===== src/rtl/spcc_pkg.sv =====
// ----------------------------------------------------------------
// Shared constants and carriers of the card control block
// ----------------------------------------------------------------
package spcc_pkg;

  // ----------------------------------------------------------------
  // Card address map
  // ----------------------------------------------------------------
  localparam logic [31:0] CSR_BASE = 32'h0001_0000;
  localparam logic [31:0] CSR_LAST = 32'h0001_004B;
  localparam logic [31:0] FLUSH_ALL_ADDR = 32'h0001_0044;
  localparam logic [31:0] FLUSH_DATA_ADDR = 32'h0001_0048;
  localparam logic [31:0] ID_ADDR = 32'h0001_4000;

  // ----------------------------------------------------------------
  // Control/status bit positions
  // ----------------------------------------------------------------
  localparam int BIT_RESV15 = 15;
  localparam int BIT_CACHE_OFF = 14;
  localparam int BIT_LOCAL_IRQ = 13;
  localparam int BIT_RESV12 = 12;
  localparam int BIT_MISALIGN = 11;
  localparam int BIT_BUS_ERR = 3;
  localparam int BIT_HOST_IRQ = 2;
  localparam int BIT_HALT = 1;
  localparam int BIT_RESET = 0;

  // Bits that exist; every other bit reads zero and ignores writes
  localparam logic [15:0] CSR_IMPL_MASK = 16'h680F;
  // Cache off and halt set at power-up, the rest clear
  localparam logic [15:0] CSR_RESET = 16'h4002;

  // ----------------------------------------------------------------
  // Identification/vector register
  // ----------------------------------------------------------------
  localparam logic [7:0] ID_HIGH_RESET = 8'h00;

  // ----------------------------------------------------------------
  // Register port carriers
  // ----------------------------------------------------------------
  typedef struct packed {
    logic sel;
    logic wr;
    logic [31:0] addr;
    logic [31:0] wdata;
  } spcc_bus_req_t;

  typedef struct packed {
    logic ack;
    logic [31:0] rdata;
  } spcc_bus_rsp_t;

endpackage


===== src/rtl/spcc_sync.sv =====
`timescale 1ns/1ns
// Three-stage input synchroniser; output follows once stages two and three agree
module spcc_sync #(
  parameter int WIDTH = 2
) (
  // Clock, reset and enable
  input wire logic clk,
  input wire logic reset_n,
  input wire logic ce,
  // Asynchronous levels in, filtered levels out
  input wire logic [WIDTH-1:0] async_in,
  output logic [WIDTH-1:0] sync_out
);

  logic [WIDTH-1:0] s1_q;
  logic [WIDTH-1:0] s2_q;
  logic [WIDTH-1:0] s3_q;
  logic [WIDTH-1:0] out_q;

  always_ff @(posedge clk or negedge reset_n) begin
    if (!reset_n) begin
      s1_q <= '0;
      s2_q <= '0;
      s3_q <= '0;
    end else if (ce) begin
      s1_q <= async_in;
      s2_q <= s1_q;
      s3_q <= s2_q;
    end
  end

  // Only the second and third stages are compared; the first may be metastable
  for (genvar i = 0; i < WIDTH; i++) begin : g_bit
    always_ff @(posedge clk or negedge reset_n) begin
      if (!reset_n) begin
        out_q[i] <= 1'b0;
      end else if (ce && (s2_q[i] == s3_q[i])) begin
        out_q[i] <= s3_q[i];
      end
    end
  end

  assign sync_out = out_q;

endmodule // spcc_sync


===== src/rtl/spcc_ctrl.sv =====
`timescale 1ns/1ns
// Notes on behaviour
// - Control/status is 16 bits, read as a 32-bit word, upper half zero.
// - A write changes only the one bit its address selects.
// - Bits 15 and 12 read zero and ignore writes.
// - Bit 14 disables the cache; software sets and clears; power-up sets it.
// - Access to one flush address clears whole cache, other only data part.
// - Bit 13 requests level 15 interrupt at the card processor.
// - Misaligned access fault sets bit 11; software clears it.
// - Bits 4 to 10 always read zero.
// - Bus fault during main memory access sets bit 3; software clears it.
// - Such a bus fault also raises a memory exception to the card processor.
// - Bit 2 sends level 15 interrupt to the host; power-up clears it.
// - Card reset sets bit 1; processor idles until software clears it.
// - Software sets bit 1 to halt synchronously; clearing resumes where stopped.
// - Writing bit 0 resets the card; host bus reset clears it.
// - Identity register holds identity low byte, later an 8-bit vector.
// - Decode control block 0x10000-0x1004B and identity at 0x14000.
module spcc_ctrl #(
  // Low byte of the card identity; value is arbitrary
  parameter logic [7:0] ID_CODE_LOW = 8'h5A
) (
  // Clock, reset, enable
  input wire logic clk,
  input wire logic reset_n,
  input wire logic ce,
  // Card register port
  input wire spcc_pkg::spcc_bus_req_t bus_req,
  output spcc_pkg::spcc_bus_rsp_t bus_rsp,
  // Pins from the buffered system bus
  input wire logic bus_fault_line,
  input wire logic host_processor_bus_reset,
  // Card processor events
  input wire logic cpu_mem_access,
  input wire logic cpu_misalign_fault,
  // Interrupt vector load from card firmware
  input wire logic vector_load,
  input wire logic [7:0] irq_vector,
  // Cache control
  output logic cache_disable,
  output logic cache_flush_all,
  output logic cache_flush_data,
  // Processor and interrupt control
  output logic local_cpu_irq_request,
  output logic host_irq_request,
  output logic mem_exception,
  output logic cpu_halt,
  output logic card_reset
);

  // ----------------------------------------------------------------
  // Local constants
  // ----------------------------------------------------------------
  // Bits that hardware may change on its own, besides the addressed one
  localparam logic [15:0] HW_TOUCH = 16'h080B;

  // ----------------------------------------------------------------
  // Pin synchronisation
  // ----------------------------------------------------------------
  logic [1:0] pin_sync;
  logic bus_fault_s;
  logic host_reset_s;

  spcc_sync #(
    .WIDTH(2)
  ) u_sync (
    .clk(clk),
    .reset_n(reset_n),
    .ce(ce),
    .async_in({host_processor_bus_reset, bus_fault_line}),
    .sync_out(pin_sync)
  );

  assign bus_fault_s = pin_sync[0];
  assign host_reset_s = pin_sync[1];

  // ----------------------------------------------------------------
  // Address decode
  // ----------------------------------------------------------------
  logic [15:0] csr_q;
  logic [15:0] csr_d;
  logic [15:0] id_q;
  logic ack_q;
  logic [31:0] rdata_q;
  logic [31:0] rdata_d;
  logic flush_all_q;
  logic flush_data_q;
  logic mem_exc_q;

  wire take = ce && bus_req.sel;
  wire in_csr = (bus_req.addr >= spcc_pkg::CSR_BASE) &&
                (bus_req.addr <= spcc_pkg::CSR_LAST);
  wire in_id = (bus_req.addr == spcc_pkg::ID_ADDR);
  wire [4:0] bit_idx = bus_req.addr[6:2];
  wire csr_wr = take && bus_req.wr && in_csr;
  wire wval = bus_req.wdata[0];
  wire csr_rd = take && !bus_req.wr && in_csr;
  wire id_rd = take && !bus_req.wr && in_id;
  wire hit_flush_all = take && (bus_req.addr == spcc_pkg::FLUSH_ALL_ADDR);
  wire hit_flush_data = take && (bus_req.addr == spcc_pkg::FLUSH_DATA_ADDR);

  // ----------------------------------------------------------------
  // Per-bit write select
  // ----------------------------------------------------------------
  logic [15:0] wr_bit;

  // one address per bit, reserved bits never selected
  for (genvar i = 0; i < 16; i++) begin : g_wsel
    assign wr_bit[i] = csr_wr && (bit_idx == 5'(i)) && spcc_pkg::CSR_IMPL_MASK[i];
  end

  // ----------------------------------------------------------------
  // Hardware events
  // ----------------------------------------------------------------
  // a fault only counts while the card is touching main memory
  wire fault_evt = bus_fault_s && cpu_mem_access;
  logic [15:0] hw_set;
  logic [15:0] hw_clr;

  // misalign, bus error, reset forces halt
  assign hw_set = {4'h0,
                   cpu_misalign_fault,
                   7'h00,
                   fault_evt,
                   1'b0,
                   csr_q[spcc_pkg::BIT_RESET],
                   1'b0};
  // host bus reset drops the card reset bit
  assign hw_clr = {15'h0000, host_reset_s};

  // ----------------------------------------------------------------
  // Control/status next value
  // ----------------------------------------------------------------
  // Hardware sets win over a software clear in the same cycle, so no
  // event is lost; the host reset clear wins over a software set of bit 0
  // because the card must come out of reset with the host bus.
  // merge written bit, events and mask
  assign csr_d = (((csr_q & ~wr_bit) | (wr_bit & {16{wval}}) | hw_set)
                  & ~hw_clr) & spcc_pkg::CSR_IMPL_MASK;

  always_ff @(posedge clk or negedge reset_n) begin
    if (!reset_n) begin
      // power-up leaves cache off and processor halted
      csr_q <= spcc_pkg::CSR_RESET;
    end else if (ce) begin
      csr_q <= csr_d;
    end
  end

  // ----------------------------------------------------------------
  // Identification/vector register
  // ----------------------------------------------------------------
  always_ff @(posedge clk or negedge reset_n) begin
    if (!reset_n) begin
      id_q <= {spcc_pkg::ID_HIGH_RESET, ID_CODE_LOW};
    end else if (ce && vector_load) begin
      id_q <= {spcc_pkg::ID_HIGH_RESET, irq_vector};
    end
  end

  // ----------------------------------------------------------------
  // Read data and answer
  // ----------------------------------------------------------------
  // Upper half of the word is left at zero rather than floating
  // 16-bit register widened to a word
  assign rdata_d = csr_rd ? {16'h0000, csr_q} :
                   id_rd ? {16'h0000, id_q} :
                   32'h0000_0000;

  always_ff @(posedge clk or negedge reset_n) begin
    if (!reset_n) begin
      ack_q <= 1'b0;
      rdata_q <= 32'h0000_0000;
    end else if (ce) begin
      ack_q <= bus_req.sel;
      rdata_q <= rdata_d;
    end
  end

  assign bus_rsp = '{ack: ack_q, rdata: rdata_q};

  // ----------------------------------------------------------------
  // Strobes toward cache and processor
  // ----------------------------------------------------------------
  always_ff @(posedge clk or negedge reset_n) begin
    if (!reset_n) begin
      flush_all_q <= 1'b0;
      flush_data_q <= 1'b0;
      mem_exc_q <= 1'b0;
    end else if (ce) begin
      flush_all_q <= hit_flush_all;
      flush_data_q <= hit_flush_data;
      // memory exception on a faulted access
      mem_exc_q <= fault_evt;
    end
  end

  assign cache_flush_all = flush_all_q;
  assign cache_flush_data = flush_data_q;
  assign mem_exception = mem_exc_q;

  // ----------------------------------------------------------------
  // Level outputs from the control/status bits
  // ----------------------------------------------------------------
  // cache off level
  assign cache_disable = csr_q[spcc_pkg::BIT_CACHE_OFF];
  assign local_cpu_irq_request = csr_q[spcc_pkg::BIT_LOCAL_IRQ];
  assign host_irq_request = csr_q[spcc_pkg::BIT_HOST_IRQ];
  // Halt is a clean stall, so the processor resumes where it stopped;
  // the connector inhibit path is outside this block.
  // synchronous halt
  assign cpu_halt = csr_q[spcc_pkg::BIT_HALT];
  assign card_reset = csr_q[spcc_pkg::BIT_RESET];
endmodule // spcc_ctrl


===== config.mk =====
export PLATFORM = sky130hd
export DESIGN_NAME = spcc_ctrl
export DESIGN_NICKNAME = d
export VERILOG_FILES = /design/src/rtl/spcc_pkg.sv /design/src/rtl/spcc_sync.sv /design/src/rtl/spcc_ctrl.sv
export SDC_FILE = /design/constraint.sdc
export NUM_CORES = 1
export LEC_CHECK = 0
export BUFFER_PORTS_ARGS = -buffer_cell sky130_fd_sc_hd__buf_2
export CORE_MARGIN = 3
export CORE_UTILIZATION = 43
export DETAILED_ROUTE_END_ITERATION = 12
export GPL_TIMING_DRIVEN = 0
export PLACE_DENSITY = 0.79
export SYNTH_ARGS = -nofsm -noshare
export SYNTH_HDL_FRONTEND = slang
export SYNTH_SLANG_ARGS = --single-unit

===== constraint.sdc =====
create_clock -name clk -period 1.32 [get_ports clk]
set_input_delay 0.264 -clock clk [delete_from_list [all_inputs] [get_ports clk]]
set_output_delay 0.264 -clock clk [all_outputs]
set_load 0.1 [all_outputs]

==> results.json, run 1 <==
{
  "finalClockSkew_ns": 0.008206,
  "yosys_warnings": 0,
  "hold_path.class": "primary input to asynchronous set/reset pin",
  "crit_arrival_ns": 1.72,
  "min_period_ns": 1.543,
  "crit_top_cell": "buf_6",
  "syn_inst": 181,
  "path_clk_slew_ns": 0.06,
  "chipHeight_um": 74.43,
  "antennaDiodeCount": 0,
  "placed_cells": 323,
  "design.die.area_mm2": 0.005539,
  "cp.depth": 6,
  "wl_um": 4686,
  "grtUsageMet1_pct": 21.78,
  "antenna_found_initial": 0,
  "initial_core_util_pct": 45.30,
  "grtUsageMet2_pct": 30.24,
  "worstPathCellList": "buf_6, or4_4, and4bb_1, buf_6, nand4_4, mux2_4",
  "worstSetupStartpoint": "bus_req[49]",
  "reg2regPathDepth": 4,
  "grt.busiest_layer": "met2",
  "synth.top_cell.area_share_pct": 39.78,
  "p_leak_uw": 0.001353,
  "core_area_mm2": 0.004444,
  "final_cell_mix": "buf_2, buf_4, dfrtp_1",
  "cts.sinks": 38,
  "rows": 24,
  "reg2reg_from": "u_sync.sync_out[0]$_DFFE_PN0P_",
  "fin_crit_sh_pct": 116.9,
  "root_buffer": "clkbuf_8",
  "tightest_slew_ns": 0.8226,
  "final_common_cell": "buf_2",
  "port_buffers": 70,
  "violations": "setup timing",
  "synth_area_leaders": "dfrtp_1, mux2_2, buf_4, dfstp_2, nand2_1",
  "critPathTopFamily": "simple AND/OR/NAND/NOR gates",
  "crit_path_start_kind": "primary input",
  "p_sw_uw": 1125,
  "setup-tns-final_ns": -3.005,
  "status": "finished, violations left",
  "num_io_pins": 123,
  "drc_errors": 0,
  "multi_input_area_um2": 913.4,
  "synth_top_area_cell": "dfrtp_1",
  "fillers": 376,
  "seqPwrFrac_pct": 44.9,
  "rsz0062_at_grt": "yes",
  "critPathBufInv": 2,
  "grt_pass1_wl_um": 7493,
  "cts-buffers-inserted": 5,
  "routedWlPerCell_um": 13.91,
  "drtIter0Drc": 59,
  "p_sw_share_pct": 36.59,
  "htree_levels": 2,
  "cts_tree": "done",
  "drive_gt1_share_pct": 50.53,
  "synth_flop_cell": "dfrtp_1",
  "synthArstFlopShare_pct": 100.0,
  "ys_types": 45,
  "gp_congestion": 0.8709,
  "p_clk_share_pct": 24.6,
  "synth_seq_cells": 38,
  "max_stage_delay_ns": 0.56,
  "fmax_ghz": 0.6480,
  "final_cells": 337,
  "netlist_area_mm2": 0.002013,
  "synth_edf_count": 0,
  "setup_viol": 19,
  "yosysSeqAreaShare_pct": 47.61,
  "fin_ws_ns": -0.2232,
  "regArea_um2": 959.7,
  "overflow": 0,
  "vias_per_cell": 5.134,
  "insertion_delay_ns": 0.29,
  "finalHoldViolCount": 0,
  "drv_cap": 0,
  "place_ws_ns": -0.7282,
  "area_delta_synth_final_pct": 37.04,
  "dp_hpwl_um": 3495,
  "die_width_um": 74.43,
  "syn-mean-instance-area_um2": 11.12,
  "clockBufferDepth": 2,
  "slew_violations": 0,
  "vias": 1730,
  "grt_max_degree": 39,
  "first_pass_iters": 4,
  "power_frac_comb_pct": 30.5,
  "power.density_mw_per_mm2": 1114,
  "track_usage_pct": 17.66,
  "cts.hold.buffers_added": 0,
  "cp.required_ns": 1.49,
  "worstPathMaxFanout": 4,
  "vdd.ir_drop.worst_uv": 519.5,
  "worstSetupPathType": "primary input to flop",
  "grt_pass1_vias": 1640,
  "ant_nets": 0,
  "gr-usage-met3_pct": 5.135,
  "slew_headroom_pct": 45.16,
  "cp_slowest_cell": "or4_4",
  "cell_internal_pwr_uw": 1949,
  "nets": 366,
  "end_kind": "flop"
}
-- timing repair --
action                     4_1_cts  5_1_grt
setup endpoints to repair       40       23
pin swaps                       13        4
resized for setup               32        4
hold endpoints to repair         0        0
gates cloned                     0        0
setup buffers                    5        1
-- power by group through the flow --
stage / sequential [uW] / clock (uW) / combinational (uW)
after CTS: 1380 / 784 / 920
final: 1380 / 757 / 937
after floorplan: 1540 / 0 / 526
after detailed placement: 1390 / 0 / 876
after global placement: 1390 / 0 / 861
after global routing: 1390 / 834 / 994
-- synth_stat cells (2+ instances only) --
cell        n
nor2_1      4
dfstp_2     6
nor3_1      3
nand2_1    14
a32o_1      2
o211ai_1    5
nand3b_1    2
nand3_1     2
buf_6       2
nand2b_1    3
clkbuf_1    3
nor4b_1     3
nor4_1      4
a22o_1      4
dfrtp_1    32
mux2_2     15
o21ai_0     7
buf_4      22
nand4_1     8
o2bb2ai_1   5
inv_1       9
a21oi_1     3
-- kinds of logic after synthesis --
logic type,after synthesis,share of synthesized area [%]
DFF,38,47.61
buffers and inverters,38,12.43
and+or+nand+nor,57,19.08
muxes,16,9.136
AOI/OAI and AO/OA,31,11.56
other,1,0.1863
-- final cells by class --
type / count / area share (%)
clock inverter: 2 / 0.3628
inverter: 10 / 1.361
multi-input combinational: 125 / 33.11
tap: 52 / 2.358
buffer: 28 / 7.755
timing repair buffer: 76 / 17.64
clock buffer: 6 / 2.630
sequential: 38 / 34.78
-- path summary, 6_finish.rpt --
check / to / slack [ns]
max: flop / -0.22
min: rdata_q[13]$_DFFE_PN0P_ / 0.07
max reg2reg: csr_q[3]$_DFFE_PN0P_ / 0.22
min reg2reg: rdata_q[7]$_DFFE_PN0P_ / 0.49
max in group asynchronous: csr_q[0]$_DFFE_PN0P_ / 0.69
min in group clk: u_sync.s1_q[1]$_DFFE_PN0P_ / 0.20
-- metrics by stage --
stage	hold WS, ns	power [uW]	cell area, um^2	util (%)
after floorplan	-0.03159	2070	2095	-
after global placement	0.4063	2247	2510	56.48
after detailed placement	0.4136	2271	2510	56.48
after CTS	0.09233	3083	2734	61.51
after global routing	0.1291	3223	2759	62.08
final	0.07086	3073	2759	62.08
-- routing by layer --
layer | wire length [um] | share of wire (%)
met4 | 56 | 1.2
met2 | 2381 | 51
met3 | 382 | 8.2
met1 | 1866 | 40
met5 | 0 | 0
-- flip-flops by register name (all words and copies together) (netlist names), 2 cells and up, named ones only --
signal / cells
u_sync.s2_q: 2
csr_q: 4
u_sync.sync_out: 2
u_sync.s3_q: 2
id_q: 8
u_sync.s1_q: 2
rdata_q: 11
Note: power is estimated with default switching activity, not from simulation.
==> run 2, diff against run 1 <==
Settings changed: BUFFER_PORTS_ARGS -buffer_cell sky130_fd_sc_hd__buf_2 to -buffer_cell sky130_fd_sc_hd__buf_4, CORE_UTILIZATION 43 to 44, CTS_BUF_LIST from default to sky130_fd_sc_hd__clkbuf_8, PLACE_DENSITY 0.79 to 0.81.
==> results.json, run 2 (synthesis gave the netlist of run 1 again) <==
{
  "slew_headroom_pct": 64.21,
  "wl_um": 4916,
  "core_area_mm2": 0.004202,
  "htree_levels": 2,
  "area_delta_synth_final_pct": 45.68,
  "grtUsageMet2_pct": 32.09,
  "reg2reg_from": "csr_q[1]$_DFFE_PN1P_",
  "max_stage_delay_ns": 0.56,
  "fin_ws_ns": -0.2224,
  "worstSetupStartpoint": "bus_req[52]",
  "track_usage_pct": 19.29,
  "regArea_um2": 959.7,
  "final_common_cell": "buf_4",
  "rsz0062_at_grt": "yes",
  "drc_errors": 0,
  "seqPwrFrac_pct": 38.5,
  "hold_path.class": "primary input to flop",
  "setup_viol": 19,
  "rrSetupSlack_ns": 0.22,
  "p_sw_uw": 1153,
  "setup-tns-final_ns": -2.039,
  "fillers": 320,
  "largest_reg_flops": 11,
  "root_buffer": "clkbuf_8",
  "final_util_pct": 69.80,
  "antenna_found_initial": 0,
  "vias": 1718,
  "drv_cap": 0,
  "port_buffers": 70,
  "multi_input_area_um2": 899.6,
  "cell_internal_pwr_uw": 2433,
  "gp_congestion": 0.8680,
  "power.density_mw_per_mm2": 1223,
  "largestRegisters": "rdata_q (11), id_q (8), csr_q (4)",
  "place_ws_ns": -0.7237,
  "clockBufferDepth": 2,
  "fin_crit_sh_pct": 116.9,
  "routedWlPerCell_um": 14.67,
  "violations": "setup timing",
  "placed_cells": 321,
  "grt.busiest_layer": "met2",
  "vdd.ir_drop.worst_uv": 518.2,
  "overflow": 0,
  "slew_violations": 0,
  "tightest_slew_ns": 0.5355,
  "critPathTopFamily": "simple AND/OR/NAND/NOR gates",
  "cts_tree": "done",
  "worstSetupPathType": "primary input to flop",
  "critPathBufInv": 2,
  "grt_max_degree": 39,
  "min_period_ns": 1.542,
  "p_leak_uw": 0.001423,
  "hp-start": "irq_vector[4]",
  "status": "finished, violations left",
  "grt_pass1_wl_um": 7907,
  "worstPathCellList": "buf_6, or4_4, and4bb_1, buf_6, nand4_4, mux2_4",
  "power_frac_comb_pct": 27.4,
  "vias_per_cell": 5.128,
  "worstPathMaxFanout": 4,
  "cts.sinks": 38,
  "drtIter0Drc": 115,
  "crit_arrival_ns": 1.73,
  "final_cells": 335,
  "path_clk_slew_ns": 0.07,
  "regMostFlops": "rdata_q",
  "initial_core_util_pct": 47.92,
  "grtUsageMet1_pct": 24.45,
  "num_io_pins": 123,
  "cp_slowest_cell": "or4_4",
  "insertion_delay_ns": 0.30,
  "dp_hpwl_um": 3708,
  "nets": 366,
  "antennaDiodeCount": 0,
  "p_clk_share_pct": 34.1,
  "crit_top_cell": "buf_6",
  "fmax_ghz": 0.6483,
  "end_kind": "flop",
  "p_sw_share_pct": 32.16,
  "final_cell_mix": "buf_4, dfrtp_1, conb_1",
  "finalHoldWorstSlack_ns": 0.1958,
  "finalHoldViolCount": 0,
  "ant_nets": 0,
  "cts-buffers-inserted": 5,
  "crit_path_start_kind": "primary input",
  "cp.required_ns": 1.51,
  "grt_pass1_vias": 1686,
  "rows": 23,
  "chipHeight_um": 73.64,
  "design.die.area_mm2": 0.005423,
  "first_pass_iters": 4,
  "gr-usage-met3_pct": 5.062,
  "drive_gt1_share_pct": 49.82,
  "die_width_um": 73.64,
  "finalClockSkew_ns": 0.001773
}
==> run 2: repair_timing <==
item,4_1_cts,5_1_grt
hold buffers,1,0
hold endpoints to repair,32,0
pin swaps,9,10
setup buffers,4,1
endpoints found under the setup margin,23,22
resized for setup,11,6
==> run 2: power groups by stage <==
stage	clock network, uW	registers [uW]	logic [uW]
floorplan	0	1540	526
global placement	0	1390	919
detailed placement	0	1390	934
CTS	1240	1380	965
global route	1290	1390	1050
finish	1220	1380	984
==> run 2: through the flow <==
stage	total power [uW]	cell area, um^2
floorplan	2070	2095
global placement	2306	2683
detailed placement	2328	2683
CTS	3587	2912
global route	3731	2933
finish	3586	2933
==> run 2: final cells by class <==
class,instances,area share (%)
multi-input combinational,125,30.67
tap,50,2.133
timing repair buffer,76,21.03
clock buffer,6,2.816
clock inverter,2,2.048
sequential,38,32.72
inverter,10,1.280
buffer,28,7.295
==> run 2: metal layers <==
metal	up-vias	wire, um	share of wire [%]
met5	-	0	0
met4	0	61	1.2
met3	9	434	8.8
met2	82	2493	51
met1	798	1926	39
li1	829	-	-
==> run 2: path summary, 6_finish.rpt <==
path,to,cells past startpoint
worst max register to register,csr_q[1]$_DFFE_PN1P_,4
worst min register to register,rdata_q[7]$_DFFE_PN0P_,1
worst min-delay path,id_q[4]$_DFFE_PN1P_,2
min in group asynchronous,mem_exception$_DFFE_PN0P_,2
worst max-delay path,flop,6
max in group asynchronous,csr_q[0]$_DFFE_PN0P_,2
